$ cat config.mk
export PLATFORM = sky130hd
export DESIGN_NAME = pms_sequencer
export DESIGN_NICKNAME = d
export VERILOG_FILES = /design/src/logic/pms_timebase_unused_guard.v /design/src/logic/pms_timebase.v /design/src/logic/pms_outmap.v /design/src/logic/pms_sequencer.v
export VERILOG_INCLUDE_DIRS = /design/src /design/src/shared
export SDC_FILE = /design/constraint.sdc
export NUM_CORES = 1
export LEC_CHECK = 0
export BUFFER_PORTS_ARGS = -buffer_cell sky130_fd_sc_hd__buf_2
export CAP_MARGIN = 40
export CORE_AREA = 2 2 378 193
export CTS_CLUSTER_DIAMETER = 50
export DETAILED_ROUTE_END_ITERATION = 7
export DIE_AREA = 0 0 380 195
export SYNTH_ARGS = -nofsm -noshare
export SYNTH_HDL_FRONTEND = slang
export SYNTH_SLANG_ARGS = --single-unit
$ cat constraint.sdc
create_clock -name clk_i -period 8.26 [get_ports clk_i]
set_input_delay 2.478 -clock clk_i [delete_from_list [all_inputs] [get_ports clk_i]]
set_output_delay 2.478 -clock clk_i [all_outputs]
set_load 0.05 [all_outputs]
$ cat src/shared/pms_consts.vh
// constants of the pump motor staging sequencer
// Operation
// - mode selects none, fixed-time rotation, fixed-quantity circulation or control, or a combination.
// - motor count is one to eight, resets to one, and bounds the motors in use.
// - terminals get codes 55 upward, one per counted motor, the rest unassigned.
// - in fixed-time rotation the running motor stops when its run minutes reach the setting.
// - after that stop the switch delay passes before the next motor starts.
// - run time is 0 to 65500 minutes and zero halts timing until a stop.
// - input code 60 disables all motors and 61 to 68 one each, letting it coast.
// - fixed-quantity circulation stages four motors at most.
// - stage-up frequency held for the stage delay gives switch delay, mains, switch delay, next motor.
// - falling demand stops the operating motor, waits the decrement delay, repeats to the last one.
// - switching is prepared once output frequency reaches the stage-up frequency, default 60.00 Hz.
// - output frequency under stage-down frequency for the decrement delay sheds motors one by one.
`ifndef PMS_CONSTS_VH
`define PMS_CONSTS_VH

`define PMS_REG_CTRL       8'h00
`define PMS_REG_RUN_TIME   8'h04
`define PMS_REG_SW_DELAY   8'h08
`define PMS_REG_DEC_DELAY  8'h0C
`define PMS_REG_PID_DELAY  8'h10
`define PMS_REG_FREQ       8'h14
`define PMS_REG_DI_SEL_A   8'h18
`define PMS_REG_DI_SEL_B   8'h1C
`define PMS_REG_STATUS     8'h20
`define PMS_REG_TERM_A     8'h24
`define PMS_REG_TERM_B     8'h28

`define PMS_RST_MODE       3'h0
`define PMS_RST_COUNT      4'h1
`define PMS_RST_RUN_TIME   16'h0000
`define PMS_RST_SW_DELAY   16'h000A
`define PMS_RST_DEC_DELAY  16'h000A
`define PMS_RST_PID_DELAY  16'h0064
`define PMS_RST_UP_FREQ    16'h1770
`define PMS_RST_DN_FREQ    16'h0000

`define PMS_MODE_NONE      3'h0
`define PMS_MODE_TIME      3'h1
`define PMS_MODE_FQ_CIRC   3'h2
`define PMS_MODE_FQ_CTRL   3'h3
`define PMS_MODE_T_CIRC    3'h4
`define PMS_MODE_T_CTRL    3'h5

`define PMS_MAX_COUNT      4'h8
`define PMS_CIRC_LIMIT     4'h4
`define PMS_TERM_BASE      8'h37
`define PMS_DIS_ALL        8'h3C
`define PMS_DIS_FIRST      8'h3D
`define PMS_DIS_LAST       8'h44
`define PMS_MAX_RUN_MIN    16'hFFDC

`define PMS_TENTH_CYC      20000000
`define PMS_TENTHS_PER_MIN 600

`endif

$ cat src/logic/pms_timebase_unused_guard.v
// no logic here

$ cat src/logic/pms_timebase.v
// tenth-second and minute enable pulses
`timescale 1ns/1ps
module pms_timebase #(
   parameter TENTH_CYCLES    = 20000000,
   parameter TENTHS_PER_MIN  = 600
) (
   input  wire        clk_i,
   input  wire        rst_i,
   input  wire        clear_i,
   output reg         tenth_o,
   output reg         minute_o
);
   reg [31:0] cyc_cnt;
   reg [15:0] tenth_cnt;

   always @(posedge clk_i) begin
      if (rst_i || clear_i) begin
         cyc_cnt   <= 32'h00000000;
         tenth_cnt <= 16'h0000;
         tenth_o   <= 1'b0;
         minute_o  <= 1'b0;
      end else begin
         tenth_o  <= 1'b0;
         minute_o <= 1'b0;
         if (cyc_cnt >= TENTH_CYCLES - 1) begin
            cyc_cnt <= 32'h00000000;
            tenth_o <= 1'b1;
            if (tenth_cnt >= TENTHS_PER_MIN - 1) begin
               tenth_cnt <= 16'h0000;
               minute_o  <= 1'b1;
            end else begin
               tenth_cnt <= tenth_cnt + 16'h0001;
            end
         end else begin
            cyc_cnt <= cyc_cnt + 32'h00000001;
         end
      end
   end
endmodule // pms_timebase

$ cat src/logic/pms_outmap.v
// output terminal function code assignment
`timescale 1ns/1ps
`include "pms_consts.vh"
module pms_outmap (
   input  wire        clk_i,
   input  wire        rst_i,
   input  wire [3:0]  count_i,
   output reg  [63:0] codes_o
);
   genvar k;
   generate
      for (k = 0; k < 8; k = k + 1) begin : g_term
         localparam [7:0] IDX = k;
         always @(posedge clk_i) begin
            if (rst_i) begin
               codes_o[8*k +: 8] <= 8'h00;
            end else if (k < count_i) begin
               codes_o[8*k +: 8] <= `PMS_TERM_BASE + IDX;
            end else begin
               codes_o[8*k +: 8] <= 8'h00;
            end
         end
      end
   endgenerate
endmodule // pms_outmap

$ cat src/logic/pms_sequencer.v
// pump motor staging sequencer with wishbone registers
`timescale 1ns/1ps
`include "pms_consts.vh"
module pms_sequencer #(
   parameter TENTH_CYCLES = `PMS_TENTH_CYC
) (
   input  wire        clk_i,
   input  wire        rst_i,
   input  wire        wb_cyc_i,
   input  wire        wb_stb_i,
   input  wire        wb_we_i,
   input  wire [7:0]  wb_adr_i,
   input  wire [3:0]  wb_sel_i,
   input  wire [31:0] wb_dat_i,
   output reg  [31:0] wb_dat_o,
   output reg         wb_ack_o,
   input  wire [15:0] out_freq_i,
   input  wire        stop_cmd_i,
   input  wire [5:0]  multifunction_input_i,
   output reg  [7:0]  drive_connect_o,
   output reg  [7:0]  mains_connect_o
);
   localparam ST_IDLE  = 3'h0;
   localparam ST_RUN   = 3'h1;
   localparam ST_ROT   = 3'h2;
   localparam ST_UP1   = 3'h3;
   localparam ST_UP2   = 3'h4;

   // configuration registers
   reg [2:0]  circulation_mode_select;
   reg [3:0]  motor_count;
   reg        soft_stop;
   reg [15:0] per_motor_run_time;
   reg [15:0] switch_delay;
   reg [15:0] decrement_delay;
   reg [15:0] pid_stage_delay;
   reg [15:0] stage_up_frequency;
   reg [15:0] stage_down_frequency;
   reg [47:0] multifunction_input_select;

   // sequencing state
   reg [2:0]  state;
   reg [2:0]  cur;
   reg [7:0]  drive_mask;
   reg [7:0]  mains_mask;
   reg [15:0] run_min;
   reg [15:0] dly;
   reg [15:0] hold_up;
   reg [15:0] hold_dn;

   reg [5:0]  di_meta;
   reg [5:0]  di_sync;
   reg        stop_meta;
   reg        stop_sync;

   wire       tenth;
   wire       minute;
   wire [63:0] term_codes;

   reg [7:0]  dis_mask;
   reg [3:0]  limit;
   reg [3:0]  staged;
   reg [2:0]  last_on;
   reg        quantity;
   reg        timed;
   reg        active;
   integer    i;
   integer    j;

   function [7:0] dis_decode;
      input [7:0] code;
      begin
         if (code == `PMS_DIS_ALL) begin
            dis_decode = 8'hFF;
         end else if (code >= `PMS_DIS_FIRST && code <= `PMS_DIS_LAST) begin
            dis_decode = 8'h01 << (code - `PMS_DIS_FIRST);
         end else begin
            dis_decode = 8'h00;
         end
      end
   endfunction

   function [2:0] next_idx;
      input [2:0] idx;
      input [3:0] cnt;
      begin
         if ({1'b0, idx} + 4'h1 >= cnt) begin
            next_idx = 3'h0;
         end else begin
            next_idx = idx + 3'h1;
         end
      end
   endfunction

   pms_timebase #(
      .TENTH_CYCLES   (TENTH_CYCLES),
      .TENTHS_PER_MIN (`PMS_TENTHS_PER_MIN)
   ) u_timebase (
      .clk_i    (clk_i),
      .rst_i    (rst_i),
      .clear_i  (~active),
      .tenth_o  (tenth),
      .minute_o (minute)
   );

   pms_outmap u_outmap (
      .clk_i   (clk_i),
      .rst_i   (rst_i),
      .count_i (motor_count),
      .codes_o (term_codes)
   );

   // pin synchronisers
   always @(posedge clk_i) begin
      if (rst_i) begin
         di_meta   <= 6'h00;
         di_sync   <= 6'h00;
         stop_meta <= 1'b0;
         stop_sync <= 1'b0;
      end else begin
         di_meta   <= multifunction_input_i;
         di_sync   <= di_meta;
         stop_meta <= stop_cmd_i;
         stop_sync <= stop_meta;
      end
   end

   // mode and limit decode
   always @* begin
      dis_mask = 8'h00;
      for (i = 0; i < 6; i = i + 1) begin
         if (di_sync[i]) begin
            dis_mask = dis_mask | dis_decode(multifunction_input_select[8*i +: 8]);
         end
      end
      timed    = (circulation_mode_select == `PMS_MODE_TIME) ||
                 (circulation_mode_select == `PMS_MODE_T_CIRC) ||
                 (circulation_mode_select == `PMS_MODE_T_CTRL);
      quantity = (circulation_mode_select >= `PMS_MODE_FQ_CIRC) &&
                 (circulation_mode_select <= `PMS_MODE_T_CTRL);
      if ((circulation_mode_select == `PMS_MODE_FQ_CIRC ||
           circulation_mode_select == `PMS_MODE_T_CIRC) &&
          motor_count > `PMS_CIRC_LIMIT) begin
         limit = `PMS_CIRC_LIMIT;
      end else begin
         limit = motor_count;
      end
      staged  = 4'h0;
      last_on = 3'h0;
      for (i = 0; i < 8; i = i + 1) begin
         staged = staged + {3'h0, mains_mask[i]};
         if (mains_mask[i]) begin
            last_on = i[2:0];
         end
      end
      active = (circulation_mode_select != `PMS_MODE_NONE) &&
               (circulation_mode_select <= `PMS_MODE_T_CTRL) &&
               !soft_stop && !stop_sync;
   end

   // sequencer
   always @(posedge clk_i) begin
      if (rst_i || !active) begin
         state      <= ST_IDLE;
         cur        <= 3'h0;
         drive_mask <= 8'h00;
         mains_mask <= 8'h00;
         run_min    <= 16'h0000;
         dly        <= 16'h0000;
         hold_up    <= 16'h0000;
         hold_dn    <= 16'h0000;
      end else begin
         case (state)
            ST_IDLE: begin
               cur        <= 3'h0;
               drive_mask <= 8'h01;
               state      <= ST_RUN;
            end
            ST_RUN: begin
               if (minute && per_motor_run_time != 16'h0000) begin
                  run_min <= run_min + 16'h0001;
               end
               if (quantity && out_freq_i >= stage_up_frequency &&
                   staged + 4'h1 < limit) begin
                  if (tenth) begin
                     hold_up <= hold_up + 16'h0001;
                  end
               end else begin
                  hold_up <= 16'h0000;
               end
               if (quantity && out_freq_i < stage_down_frequency &&
                   mains_mask != 8'h00) begin
                  if (tenth) begin
                     hold_dn <= hold_dn + 16'h0001;
                  end
               end else begin
                  hold_dn <= 16'h0000;
               end
               if (timed && mains_mask == 8'h00 &&
                   per_motor_run_time != 16'h0000 &&
                   run_min >= per_motor_run_time) begin
                  drive_mask <= 8'h00;
                  run_min    <= 16'h0000;
                  dly        <= 16'h0000;
                  state      <= ST_ROT;
               end else if (quantity && out_freq_i >= stage_up_frequency &&
                            staged + 4'h1 < limit && hold_up >= pid_stage_delay) begin
                  hold_up <= 16'h0000;
                  dly     <= 16'h0000;
                  state   <= ST_UP1;
               end else if (quantity && out_freq_i < stage_down_frequency &&
                            mains_mask != 8'h00 && hold_dn >= decrement_delay) begin
                  mains_mask[last_on] <= 1'b0;
                  hold_dn <= 16'h0000;
               end
            end
            ST_ROT: begin
               if (tenth) begin
                  dly <= dly + 16'h0001;
               end
               if (dly >= switch_delay) begin
                  cur        <= next_idx(cur, motor_count);
                  drive_mask <= 8'h01 << next_idx(cur, motor_count);
                  state      <= ST_RUN;
               end
            end
            ST_UP1: begin
               if (tenth) begin
                  dly <= dly + 16'h0001;
               end
               if (dly >= switch_delay) begin
                  drive_mask       <= 8'h00;
                  mains_mask[cur]  <= 1'b1;
                  dly              <= 16'h0000;
                  state            <= ST_UP2;
               end
            end
            ST_UP2: begin
               if (tenth) begin
                  dly <= dly + 16'h0001;
               end
               if (dly >= switch_delay) begin
                  cur        <= next_idx(cur, motor_count);
                  drive_mask <= 8'h01 << next_idx(cur, motor_count);
                  run_min    <= 16'h0000;
                  state      <= ST_RUN;
               end
            end
            default: begin
               state <= ST_IDLE;
            end
         endcase
      end
   end

   // relay outputs, disabled motors released
   always @(posedge clk_i) begin
      if (rst_i) begin
         drive_connect_o <= 8'h00;
         mains_connect_o <= 8'h00;
      end else if (!active) begin
         drive_connect_o <= 8'h00;
         mains_connect_o <= 8'h00;
      end else begin
         drive_connect_o <= drive_mask & ~dis_mask;
         mains_connect_o <= mains_mask & ~dis_mask;
      end
   end

   // wishbone slave
   wire wb_req = wb_cyc_i & wb_stb_i & ~wb_ack_o;

   always @(posedge clk_i) begin
      if (rst_i) begin
         wb_ack_o                   <= 1'b0;
         wb_dat_o                   <= 32'h00000000;
         circulation_mode_select    <= `PMS_RST_MODE;
         motor_count                <= `PMS_RST_COUNT;
         soft_stop                  <= 1'b0;
         per_motor_run_time         <= `PMS_RST_RUN_TIME;
         switch_delay               <= `PMS_RST_SW_DELAY;
         decrement_delay            <= `PMS_RST_DEC_DELAY;
         pid_stage_delay            <= `PMS_RST_PID_DELAY;
         stage_up_frequency         <= `PMS_RST_UP_FREQ;
         stage_down_frequency       <= `PMS_RST_DN_FREQ;
         multifunction_input_select <= 48'h000000000000;
      end else begin
         wb_ack_o <= wb_req;
         if (wb_req && wb_we_i) begin
            case (wb_adr_i)
               `PMS_REG_CTRL: begin
                  if (wb_sel_i[0]) begin
                     circulation_mode_select <= wb_dat_i[2:0];
                     if (wb_dat_i[7:4] >= 4'h1 && wb_dat_i[7:4] <= `PMS_MAX_COUNT) begin
                        motor_count <= wb_dat_i[7:4];
                     end
                  end
                  if (wb_sel_i[1]) begin
                     soft_stop <= wb_dat_i[8];
                  end
               end
               `PMS_REG_RUN_TIME: begin
                  if (wb_sel_i[0] && wb_sel_i[1]) begin
                     if (wb_dat_i[15:0] <= `PMS_MAX_RUN_MIN) begin
                        per_motor_run_time <= wb_dat_i[15:0];
                     end
                  end
               end
               `PMS_REG_SW_DELAY: begin
                  if (wb_sel_i[0] && wb_sel_i[1]) begin
                     switch_delay <= wb_dat_i[15:0];
                  end
               end
               `PMS_REG_DEC_DELAY: begin
                  if (wb_sel_i[0] && wb_sel_i[1]) begin
                     decrement_delay <= wb_dat_i[15:0];
                  end
               end
               `PMS_REG_PID_DELAY: begin
                  if (wb_sel_i[0] && wb_sel_i[1]) begin
                     pid_stage_delay <= wb_dat_i[15:0];
                  end
               end
               `PMS_REG_FREQ: begin
                  if (wb_sel_i[0] && wb_sel_i[1]) begin
                     stage_up_frequency <= wb_dat_i[15:0];
                  end
                  if (wb_sel_i[2] && wb_sel_i[3]) begin
                     stage_down_frequency <= wb_dat_i[31:16];
                  end
               end
               `PMS_REG_DI_SEL_A: begin
                  for (j = 0; j < 4; j = j + 1) begin
                     if (wb_sel_i[j]) begin
                        multifunction_input_select[8*j +: 8] <= wb_dat_i[8*j +: 8];
                     end
                  end
               end
               `PMS_REG_DI_SEL_B: begin
                  for (j = 0; j < 2; j = j + 1) begin
                     if (wb_sel_i[j]) begin
                        multifunction_input_select[32 + 8*j +: 8] <= wb_dat_i[8*j +: 8];
                     end
                  end
               end
               default: begin
                  wb_dat_o <= 32'h00000000;
               end
            endcase
         end
         if (wb_req && !wb_we_i) begin
            case (wb_adr_i)
               `PMS_REG_CTRL:      wb_dat_o <= {23'h000000, soft_stop, motor_count,
                                                1'b0, circulation_mode_select};
               `PMS_REG_RUN_TIME:  wb_dat_o <= {16'h0000, per_motor_run_time};
               `PMS_REG_SW_DELAY:  wb_dat_o <= {16'h0000, switch_delay};
               `PMS_REG_DEC_DELAY: wb_dat_o <= {16'h0000, decrement_delay};
               `PMS_REG_PID_DELAY: wb_dat_o <= {16'h0000, pid_stage_delay};
               `PMS_REG_FREQ:      wb_dat_o <= {stage_down_frequency, stage_up_frequency};
               `PMS_REG_DI_SEL_A:  wb_dat_o <= multifunction_input_select[31:0];
               `PMS_REG_DI_SEL_B:  wb_dat_o <= {16'h0000, multifunction_input_select[47:32]};
               `PMS_REG_STATUS:    wb_dat_o <= {5'h00, cur, 5'h00, state,
                                                mains_connect_o, drive_connect_o};
               `PMS_REG_TERM_A:    wb_dat_o <= term_codes[31:0];
               `PMS_REG_TERM_B:    wb_dat_o <= term_codes[63:32];
               default:            wb_dat_o <= 32'h00000000;
            endcase
         end
      end
   end
endmodule // pms_sequencer

After elaboration in Yosys (flattened, before gate mapping)
Index checks and enable logic that the tools add are counted.

Flip-flop bits (word level): 415. Output and inout port bits: 49. Logic and storage cells: 330.

Muxes and demuxes: 90. Shifts and indexed selects: 8. $lt $le $gt $ge: 40. Equal/unequal tests: 35. Reductions and logical operators: 76. Bitwise logic cells: 16. Add/sub/neg operators: 22.

Operators by type and width (number): one-hot mux 32 bit (11 select lines) (1); 2-to-1 mux 16 bit (17); 2-to-1 mux 8 bit (31); 2-to-1 mux 32 bit (3); adder 16 x 1 -> 16 bit, second input constant (5); >= comparator 16 bit (5); equality test 8 x 6 -> 1 bit, second input constant (9); >= comparator 8 x 6 -> 1 bit, second input constant (6); less-or-equal comparator 8 x 7 -> 1 bit, second input constant (6); 2-to-1 mux 3 bit (16); 2-to-1 mux 6 bit (8); bitwise OR 8 bit (6); one-hot mux 16 bit (3 select lines) (1); left shift 1 x 8 -> 8 bit, first input constant (6); subtractor 8 x 6 -> 8 bit, second input constant (6); AND reduction 3 bit (15); one-hot mux 8 bit (5 select lines) (1); adder 32 x 1 -> 32 bit, second input constant (1); equality test 8 x 5 -> 1 bit, second input constant (4); >= comparator 32 x 25 -> 1 bit, second input constant (1); one-hot mux 16 bit (2 select lines) (1); logical AND 1 bit (28); AND 8 bit (3); adder 4 x 1 -> 4 bit (4); 53 further kinds (103).

Depth between registers and ports, before layout
Gate-level depths: netlist (run 1).

Depth after elaboration: 17. Mapped depth: 17. Mapped depth without buffers: 15.

Modules after synthesis
A second synthesis (run 1) with hierarchy kept.

Cells, all modules: 2497. Area, all modules: 20487.1 um^2.

Modules (own cells, without submodules): pms_sequencer (seq. area each 6025.8 um^2, area an instance 17792.1 um^2, instances 1, cells each 2192); pms_timebase (seq. area each 1001.0 um^2, area an instance 2035.7 um^2, instances 1, cells each 224); pms_outmap (seq. area each 160.2 um^2, area an instance 659.4 um^2, instances 1, cells each 81).

Worst setup path after synthesis (run 1)
OpenSTA, ideal clock, no wires.

Path kind: input to register. Start: in out_freq_i[14]. End: reg mains_mask[5]. Cell stages on the path: 9. Data required time: 8116 ps. Arrival time: 4561 ps. Library setup time: 144 ps. Path slack: 3555 ps. Cells stage by stage: ha_1 -> a21oi_1 -> nand2_1 -> a2111oi_0 -> o2111a_1 -> o21a_1 -> a22o_2 -> nor3b_1 -> a311oi_1.

Longest elaborated chain between the ends: 6. Elaborated cells between the ends (all ways): 11.

Ends and longest elaborated chain: start: declaration (line pms_sequencer.v:17) `input wire [15:0] out_freq_i,`; less-than comparator 16 bit or >= comparator 16 bit (tied branches) (line pms_sequencer.v:211, pms_sequencer.v:206); logical AND 1 bit, on equally long branches (2 in series) (line pms_sequencer.v:211, pms_sequencer.v:206); logical AND 1 bit, on equally long branches (line pms_sequencer.v:212, pms_sequencer.v:207); != test 2 bit (no line); AND reduction 5 bit (no line) *; end signal: assignment (line pms_sequencer.v:167) `mains_mask <= 8'h00;`; end signal: indexed assignment (line pms_sequencer.v:213) `mains_mask[last_on] <= 1'b0;`; end signal: indexed assignment (line pms_sequencer.v:233) `mains_mask[cur] <= 1'b1;`; end: declaration (line pms_sequencer.v:45) `reg [7:0] mains_mask;`.

Mark *: on every way between the ends. The rest lies on a longest branch, timed or not. A chain may end at the register's enable or synchronous reset.

Worst setup path in the final report (run 1)
Start: in rst_i. End: reg drive_connect_o[7].

Longest elaborated chain between the ends: 1.

Ends and longest elaborated chain: start: declaration (line pms_sequencer.v:8) `input wire rst_i,`; OR reduction 2 bit (no line); end signal: assignment (line pms_sequencer.v:265) `drive_connect_o <= drive_mask & ~dis_mask;`; end: declaration (line pms_sequencer.v:20) `output reg [7:0] drive_connect_o,`.

Every way passes these cells.

==> results.md, run 1 <==
- Status: complete, but fails checks
- Most frequent cell on the critical path: a2111oi_0
- Share of post-route cells with drive strength above 1: 0.1011
- WHS Endpoint: drive_connect_o[4]
- Latest clock arrival within the worst-skew pair: 580 ps
- CTS hold repair buffers: 0
- Resize count post-CTS: 0
- Slowest cell on the critical path: a2111oi_0
- Die Span Y: 195 um
- Ys flop type: dfxtp_1
- Vias in the first global route: 17250
- RSZ-0062 raised after global routing: false
- Clk pin slew, worst setup/hold paths: about 60 ps
- Via count: about 18000
- Synth area leaders: dfxtp_1, ha_1, nand2_1, nor2_1, a21oi_1
- Area growth syn-to-layout: 15.82%
- ANT cells: 0
- Hold path start: drive_mask[4]
- Critical path's largest stage delay: 860 ps
- DR pass1 iterations: 8
- Avg Inst Size Synth: 8.054 um^2
- Crit path max-delay family: compound AO/OA/AOI/OAI gates
- Post-CTS Setup Inserts: 0
- FF+latch count, synth: roughly 360
- WS Path Type: primary input to flop
- Core area: 70450 um^2
- Worst EP arrival: 5690 ps
- Final ANT Viol Nets: 0
- Chip width: approximately 380 um
- R2r endpoint: dly[1]
- DRT iter0 DRCs: about 1800
- Max FFs per register: 48
- Row cnt: 69
- Post-synth top cells: dfxtp_1, nand2_1, nor2_1, a21oi_1, inv_1
- Biggest register: multifunction_input_select
- CTS tree: done
- Clk sink count: 359
- Dpl hpwl: 51.25 mm
- Layout Skew: 27.06 ps
- Reg2Reg Depth: 15
- Congestion Overflow GR: 0
- VDD IR max: 0.1119 mV
- H-tree levels: 2
- FFs w/ async S/R, synth: 0
- RD Place Congestion: 0.9643
- Total power: around 3800 uW
- Root buf cell: clkbuf_16
- Failing checks: DRC
- Fin. Hold Viols: 0
- Number of antenna violations at the first check in global routing: 1
- R2R Setup Slk: 3180 ps
- Most frequent cell after synthesis: dfxtp_1
- Synth area leader: dfxtp_1
- Hold crit path type: flop to flop
- Critical path cell sequence: buf_6 > a2111oi_0 > o31ai_4 > buf_4 > a21oi_1 > o21ai_0 > a2111oi_0 > and3_1
- DP Area: 21320 um^2
- First-pass GRT wire length: just over 100 mm
- Final Max Tran Viols: 0
- CP Depth: 8
- Total CTS buffers: 42
- Avg WL per Cell: 19.14 um
- Pwr dens: between 150 and 200 nW/um^2
- Sequential area share after synthesis: 0.3662
- I/O pin count: 121
- Tmin final: just over 5000 ps
- Post-synth cell types: 78
- Synth top area share: 0.3662
- Starting Density: 0.2786
- Clock buffer depth: 3
- Worst Tran Pin Value: 978.8 ps
- Setup TNS: 0 ps
- Largest regs: multifunction_input_select x48, u_timebase.cyc_cnt x32, wb_dat_o x32
- Buf/Inv on CP: 2
- Maximum clock frequency: 0.1934 GHz
- Req. time, crit path: 8780 ps
- Startpoint Class: primary input
- Largest net degree at the start of global routing: about 90
- Setup violators final: 0
- YS warnings: 0
- Tcrit/Tclk final: 0.6261
- R2R Path Start: mains_mask[2]
- Port Buffers: 120
- DRC viols: 1
- EDFF count, synth: 0
- NumNets Final: 2726
- DIE AREA: between 70000 and 80000 um^2
- Cells on Worst Hold Path: 2
- Post-Synthesis Cells: 2437
- GRT Overall Usage: 0.1767
- Finished Cell Area: 22730 um^2
- Leakage: 0.008451 uW
- Vias per std cell: between 5 and 6
- Crit path max fanout: between 80 and 90
- Max Cap Viol: 0
- Synthesized area: 19630 um^2
- Total wire length: 67.19 mm
- Worst setup EP type: flop
- Relative slew slack: 0.3306
## power by group
group	internal, uW	switching [uW]	total (uW)	leakage (uW)
Sequential	1740	3.63	1740	0.00290
Combinational	31.1	75.4	107	0.00486
Clock	1130	773	1910	0.000692
## kinds of logic (layout without fill, tap and decap cells)
group	Yosys count	count (layout)	share of synthesized area
AND/OR/NAND/NOR	988	988	0.2408
AO/OA/AOI/OAI	540	540	0.1833
flip-flops	359	359	0.3662
buffers and inverters	268	378	0.05246
adder cells (fa/ha/maj)	134	134	0.08695
XOR/XNOR	78	78	0.03481
multiplexers	69	69	0.03538
other	1	7	0.0001911
## layout by cell type, fill, tap and decap left out, types with 42 or more instances in the layout
cell and count:
dfxtp_1 359, nand2_1 326, mux2i_1 66, nor3_1 43, nand3_1 94, nor2_1 253
a22oi_1 61, buf_2 122, a21oi_1 171, ha_1 130, xnor2_1 42, inv_1 148
o21ai_0 76, clkbuf_16 43
## layer usage
layer,up-vias,part of all wire,global-route usage
li1,8835,-,-
met1,8783,0.43,0.2284
met2,665,0.45,0.2862
met3,153,0.072,0.02994
met4,2,0.048,0.08568
met5,-,0.00024,0
## worst register-to-register path, delay by kind of cell, from the launching register on
family          cells  cell delay (ps)
compound gates      3             1140
flops               1              370
fa+ha+maj           6             2240
simple gates        3              740
buf+inv             2              330
xor+xnor            1              140
## cell type report
cell class	instances	area [um^2]
clock inverters	15	186.4
inverters	148	555.5
well taps	958	1199
multi-input cells	1816	11500
repair buffers	153	874.6
clock buffers	62	1227
fillers	7436	47710
flip-flops and latches	359	7187
## metrics by stage
stage / setup WS (ps) / util / cells / hold slack (ps)
final: 3089 / 0.3227 / 3511 / 437.0
after global routing: 2899 / 0.3227 / 3511 / 466.9
after CTS: 3194 / 0.3227 / 3511 / 435.5
after detailed placement: 2598 / 0.3026 / 3434 / 425.1
after global placement: 1774 / 0.3011 / 3423 / 424.7
after floorplan: 3555 / - / 2443 / 413.8
## worst max path at each step
stage	from	endpoint	slack (ps)
6_report	rst_i	drive_connect_o[7]	3090
5_1_grt	mains_mask[2]	dly[1]	2900
4_1_cts	out_freq_i[14]	mains_mask[5]	3190
3_5_place_dp	out_freq_i[14]	mains_mask[5]	2600
3_3_place_gp	out_freq_i[5]	dly[11]	1770
2_1_floorplan	out_freq_i[14]	mains_mask[5]	3550
Note: power is estimated with default switching activity, not from simulation.
==> run 2: changes to the inputs <==
--- a/config.mk
+++ b/config.mk
@@ -6,12 +6,13 @@
 export SDC_FILE = /design/constraint.sdc
 export NUM_CORES = 1
 export LEC_CHECK = 0
+export ABC_AREA = 1
 export BUFFER_PORTS_ARGS = -buffer_cell sky130_fd_sc_hd__buf_2
 export CAP_MARGIN = 40
-export CORE_AREA = 2 2 378 193
+export CORE_AREA = 2 2 386 197
 export CTS_CLUSTER_DIAMETER = 50
 export DETAILED_ROUTE_END_ITERATION = 7
-export DIE_AREA = 0 0 380 195
+export DIE_AREA = 0 0 388 199
 export SYNTH_ARGS = -nofsm -noshare
 export SYNTH_HDL_FRONTEND = slang
 export SYNTH_SLANG_ARGS = --single-unit
==> constraint.sdc (replaced) <==
create_clock -name clk_i -period 5.3 [get_ports clk_i]
set_input_delay 1.59 -clock clk_i [delete_from_list [all_inputs] [get_ports clk_i]]
set_output_delay 1.59 -clock clk_i [all_outputs]
set_load 0.05 [all_outputs]
==> run 2 against run 1 <==
The flow now finishes without violations. Utilization decreased by 0.77 points. Routed wire length increased by 16%. Flip-flop and latch count unchanged. Sequential share of layout area decreased by 0.82 points. Hold slack got worse by 32 ps. Design area increased by 2.7%. Total power increased by 50%. Non-clock buffer count decreased by 10. First-iteration DRC count increased by 62%. Combinational power increased by 69%. Synthesized cell count increased by 23%. Clock-buffer cell count decreased by 16. Largest power group unchanged.
==> results.md, run 2 <==
- Fin. Hold Viols: 0
- WS Path Type: flop to flop
- FF+latch count, synth: 359
- Post-synth cell types: 57
- Startpoint Class: flop
- Maximum clock frequency: 0.2246 GHz
- Most frequent cell after synthesis: nand2_1
- Vias per std cell: around 5.1
- DR pass1 iterations: 6
- Vias in the first global route: 17720
- First-pass GRT wire length: 115.4 mm
- Root buf cell: clkbuf_16
- Hold crit path type: flop to flop
- Layout Skew: 47.17 ps
- Avg WL per Cell: 19.03 um
- Resize count post-CTS: 0
- R2r endpoint: hold_dn[3]
- Post-synth top cells: nand2_1, inv_1, dfxtp_1, a21oi_1, nor2_1
- Fillcell total: 8068
- Most frequent cell on the critical path: nand2_1
- R2R Path Start: mains_mask[0]
- Crit path max fanout: 11
- Switch Pwr: 1369 uW
- EDFF count, synth: 0
- Chip width: 388 um
- Comb pwr share: 0.032
- Reg2Reg Depth: 19
- Post-CTS Setup Inserts: 0
- Cell Count, Final, Fillers Out: 4097
- Leakage: 0.009590 uW
- RSZ-0062 raised after global routing: false
- Seq pwr share: 0.483
- Port Buffers: 120
- Worst Tran Pin Value: 979.3 ps
- Total CTS buffers: 35
- DP Area: between 20000 and 25000 um^2
- Most frequent cells in the layout: nand2_1, inv_1, dfxtp_1
- Critical path's largest stage delay: ~500 ps
- Synth top area share: 0.3507
- R2R Setup Slk: 850 ps
- Adder-Cell Fraction of Synth Area: 0.08327
- Total power: 5618 uW
- VDD IR max: ~0.18 mV
- H-tree levels: 2
- Relative slew slack: 0.3471
- Setup TNS: 0 ps
- Congestion Overflow GR: 0
- Synth Area in Simple Gates: 0.2525
- Cells on Worst Hold Path: 2
- Crit path max-delay family: adder cells
- Share of post-route cells with drive strength above 1: 0.09547
- Critical path cell sequence: inv_1 > ha_1 > fa_1 > fa_1 > fa_1 > fa_1 > xnor2_1 > ha_1 > nand2_1 > inv_1 > nand2_1 > nand2_1 > nor2_2 > nand2_1 > nand3_1 > nand2_1 > nand2_1 > inv_2 > nor2_1
- Req. time, crit path: 5810 ps
- Via count: about 21000
- Biggest register: multifunction_input_select
- Clock group share of total power: 0.485
- Worst setup EP type: flop
- WHS Endpoint: di_sync[3]
- Hold path start: di_meta[3]
- Finished Cell Area: ~23000 um^2
- Clk pin slew, worst setup/hold paths: around 70 ps
- Status: complete, no violations
- Total wire length: between 70 and 80 mm
- Final ANT Viol Nets: 0
- Compound-Gate Fraction of Synth Area: 0.1927
- Die Span Y: roughly 200 um
- Main combinational cell family by area after synthesis: simple AND/OR/NAND/NOR gates
- Placed Instances: 4032
- Worst EP arrival: 4960 ps
- Max Cap Viol: 0
- Pwr dens: ~240 nW/um^2
- GRT Overall Usage: 0.1974
- Largest net degree at the start of global routing: 137
- CTS tree: done
- Synthesized area: 20500 um^2
- Synth area leader: dfxtp_1
- DRC viols: 0
- Synth area leaders: dfxtp_1, nand2_1, a21oi_1, ha_1, inv_1
- Max FFs per register: 48
- Ys flop type: dfxtp_1
- Pint: 4249 uW
- Starting Density: 0.2766
- FFs w/ async S/R, synth: 0
- XOR/XNOR share of the synthesized area: 0.02094
- NumNets Final: 3291
- Latest clock arrival within the worst-skew pair: 590 ps
- YS warnings: 0
- Area growth syn-to-layout: 13.87%
- Tcrit/Tclk final: 0.8402
- Buf/Inv on CP: 3
- Multiplexer share of the synthesized area: 0.0004884
- Number of antenna violations at the first check in global routing: 7
- Final Max Tran Viols: 0
- Dpl hpwl: 60.97 mm
- Clock buffer depth: 3
- Largest regs: multifunction_input_select x48, u_timebase.cyc_cnt x32, wb_dat_o x32
- Row cnt: 71
- CTS hold repair buffers: 0
- Clk sink count: 359
- Most common cell after layout, fill and taps aside: nand2_1
- DIE AREA: 77210 um^2
- Tmin final: around 4500 ps
- RD Place Congestion: approximately 1
- Post-Synthesis Cells: approximately 3000
- Setup violators final: 0
- Slowest cell on the critical path: fa_1
- DRT iter0 DRCs: 2872
- Switching share of total power: 0.2437
- Sequential area share after synthesis: 0.3507
- I/O pin count: 121
- Avg Inst Size Synth: 6.841 um^2
- Core area: about 74000 um^2
==> run 2: worst max path at each step <==
stage	startpoint	endpoint	slack, ps	cells past startpoint
CTS	mains_mask[0]	hold_dn[6]	890	19
global route	mains_mask[0]	hold_dn[6]	600	19
finish	mains_mask[0]	hold_dn[3]	850	19
global placement	mains_mask[0]	hold_dn[10]	990	19
detailed placement	mains_mask[0]	hold_dn[6]	900	19
floorplan	mains_mask[0]	dly[6]	1510	19
==> run 2: metrics by stage <==
stage | setup slack, ps | hold WS [ps] | util
floorplan | 1507 | 388.3 | -
finish | 846.7 | 405.0 | 0.3150
detailed placement | 900.5 | 396.4 | 0.2987
CTS | 886.3 | 408.2 | 0.3149
global placement | 992.4 | 391.3 | 0.2985
global route | 601.2 | 425.2 | 0.3150
==> run 2: final cells by class <==
cell class | count | area, um^2 | area share
antenna | 1 | 2.502 | 0.0001072
clock buffer | 46 | 998.5 | 0.04278
clock inverter | 17 | 202.7 | 0.008685
inverter | 428 | 1608 | 0.06889
multi-input combinational | 2118 | 11310 | 0.4847
sequential | 359 | 7187 | 0.3079
tap | 985 | 1232 | 0.05281
timing repair buffer | 143 | 795.8 | 0.03410
==> run 2: metal layers <==
metal	global-route usage	up-vias	part of all wire
met3	0.1039	98	0.17
met2	0.2166	1134	0.31
li1	-	10120	-
met1	0.3149	9466	0.50
met5	0	-	0.00073
met4	0.03084	4	0.014
==> run 2: power by group through the flow <==
| stage | sequential, uW | clock, uW | combinational [uW] |
|---|---|---|---|
| 2_1_floorplan | 2770 | 0 | 83.7 |
| 3_3_place_gp | 2770 | 0 | 173 |
| 3_5_place_dp | 2770 | 0 | 173 |
| 4_1_cts | 2710 | 2760 | 173 |
| 5_1_grt | 2710 | 2870 | 193 |
| 6_report | 2710 | 2730 | 181 |
==> run 2: kinds of logic after synthesis <==
group | count (synthesis)
DFF | 359
other | 1
buffers and inverters | 525
muxes | 1
xor gates and xnor gates | 49
AOI/OAI and AO/OA | 724
adders and majority gates | 134
and+or+nand+nor | 1203
==> run 2: worst reg2reg max path: stages (launching register included) <==
cell     delay, ps
dfxtp_1        380
inv_1          100
ha_1           320
fa_1           500
fa_1           420
fa_1           410
fa_1           400
xnor2_1        150
ha_1           290
nand2_1         70
inv_1           40
nand2_1         50
nand2_1         80
nor2_2         160
nand2_1        180
nand3_1        130
nand2_1         70
nand2_1        400
inv_2          140
nor2_1         120
==> run 3: changes to the inputs <==
==> constraint.sdc (replaced) <==
create_clock -name clk_i -period 4.2 [get_ports clk_i]
set_input_delay 1.26 -clock clk_i [delete_from_list [all_inputs] [get_ports clk_i]]
set_output_delay 1.26 -clock clk_i [all_outputs]
set_load 0.05 [all_outputs]
==> run 3 against run 2 <==
Non-clock buffer count rose by 26. Utilization rose by 0.39 points. First-iteration DRC count fell by 2.8%. Die area did not move. Setup slack got worse by 620 ps. Global-route usage rose by 0.14 points. Critical path depth fell by 1. Cell count rose by 0.61%. Sequential share of layout area fell by 0.38 points. Clock-buffer cell count fell by 1. Largest power group is now sequential cells.
==> results.md, run 3 (same netlist as run 2, synthesis figures left out) <==
- NumNets Final: 3319
- Via count: 20940
- Maximum clock frequency: 0.2517 GHz
- Number of antenna violations at the first check in global routing: 3
- Leakage: 0.009761 uW
- RD Place Congestion: 1.030
- Hold crit path type: flop to flop
- DIE AREA: 77210 um^2
- Pwr dens: 299.3 nW/um^2
- Chip width: 388 um
- Reg2Reg Depth: 18
- CTS hold repair buffers: 0
- Tmin final: 3974 ps
- Layout Skew: 33.94 ps
- H-tree levels: 2
- Req. time, crit path: 4630 ps
- Vias in the first global route: 17960
- VDD IR max: 0.2155 mV
- Core area: 74090 um^2
- Setup violators final: 0
- Biggest register: multifunction_input_select
- CTS tree: done
- Setup TNS: 0 ps
- Max Cap Viol: 0
- Clk sink count: 359
- Worst EP arrival: 4400 ps
- Die Span Y: about 200 um
- Fillcell total: approximately 8000
- Vias per std cell: 5.081
- Row cnt: 71
- Avg WL per Cell: 19.16 um
- Dpl hpwl: 62.41 mm
- Largest net degree at the start of global routing: 71
- Hold_ws: 401.0 ps
- Max FFs per register: 48
- Status: complete, no violations
- Worst setup EP type: flop
- Latest clock arrival within the worst-skew pair: 570 ps
- Largest regs: multifunction_input_select x48, u_timebase.cyc_cnt x32, wb_dat_o x32
- Share of post-route cells with drive strength above 1: 0.1062
- First-pass GRT wire length: 116.0 mm
- Crit path max fanout: 8
- Relative slew slack: 0.2869
- Final ANT Viol Nets: 0
- Fin. Hold Viols: 0
- Root buf cell: clkbuf_16
- Worst Tran Pin Value: 1070 ps
- GRT Overall Usage: 0.1988
- Congestion Overflow GR: 0
- Clk pin slew, worst setup/hold paths: ~80 ps
- RSZ-0062 raised after global routing: false
- DRC viols: 0
- Startpoint Class: flop
- Total CTS buffers: 35
- Port Buffers: 120
- DRT iter0 DRCs: 2792
- Cells on Worst Hold Path: 2
- Starting Density: 0.2766
- WS Path Type: flop to flop
- Tcrit/Tclk final: 0.9461
- Total power: between 7000 and 8000 uW
- Most common cell after layout, fill and taps aside: nand2_1
- Final Max Tran Viols: 0
- DR pass1 iterations: 6
- Clock buffer depth: 3
- I/O pin count: 121
- Most frequent cells in the layout: nand2_1, inv_1, dfxtp_1
- Area growth syn-to-layout: 15.27%
- Total wire length: 78.99 mm
[run 3: changes by cell type in the layout (fill, tap and decap cells not counted), sizes merged]
cell	previous run	this run
clkbuf	47	45
nand2	600	601
clkinvlp	4	3
buf	142	169
inv	426	424
clkinv	12	14
[run 3: cell type report]
cell class                 count  area [um^2]  area share
sequential                   359         7187      0.3042
tap                          985         1232     0.05216
timing repair buffer         169         1013     0.04290
inverter                     428         1613     0.06826
clock buffer                  45         1006     0.04258
timing repair inverter         1        8.758   0.0003707
multi-input combinational   2119        11390      0.4820
antenna                        1        2.502   0.0001059
clock inverter                15        176.4    0.007467
[run 3: worst paths after layout]
kind                  from    endpoint  slack (ps)
max          mains_mask[0]      dly[8]         230
min             di_meta[1]  di_sync[1]         400
max reg2reg  mains_mask[0]      dly[8]         230
min reg2reg     di_meta[1]  di_sync[1]         400
[run 3: metrics by stage]
stage                     instance area [um^2]  setup WS [ps]  utilization  instances
after floorplan                          20520          407.2            -       3002
after global placement                   22330          62.45       0.3014       4057
after detailed placement                 22350          51.09       0.3016       4058
after CTS                                23530          21.21       0.3176       4118
after global routing                     23620          30.37       0.3189       4121
final                                    23630          226.2       0.3189       4122
[run 3: routing by layer]
layer  global-route usage  share of wire
met2               0.2231           0.32
met5                    0              0
met1               0.3175           0.50
met3               0.1016           0.17
met4              0.02407          0.011
[run 3: worst max-delay path, stage by stage, from the launching register on]
cell and delay (ps):
dfxtp_1 330, inv_1 60, ha_1 310, fa_1 500, fa_1 430, fa_2 370, fa_2 530, inv_1 40
ha_1 280, nand2_1 70, nand2_1 50, nand2_1 60, nand2_2 70, nor2_4 140, nand2_4 100, nand2_2 180
nand2_2 160, nand2_1 100, a21oi_1 60
[run 3: report_power, final]
part	internal, uW	switching (uW)
clock	1890	1520
sequential	3410	8.79
combinational	65.6	172
total	5370	1700
[run 3: what timing repair did]
| action | CTS | global route |
|---|---|---|
| setup buffers | 0 | 1 |
| endpoints found under the setup margin | 0 | 58 |
| gates resized for setup | 0 | 22 |
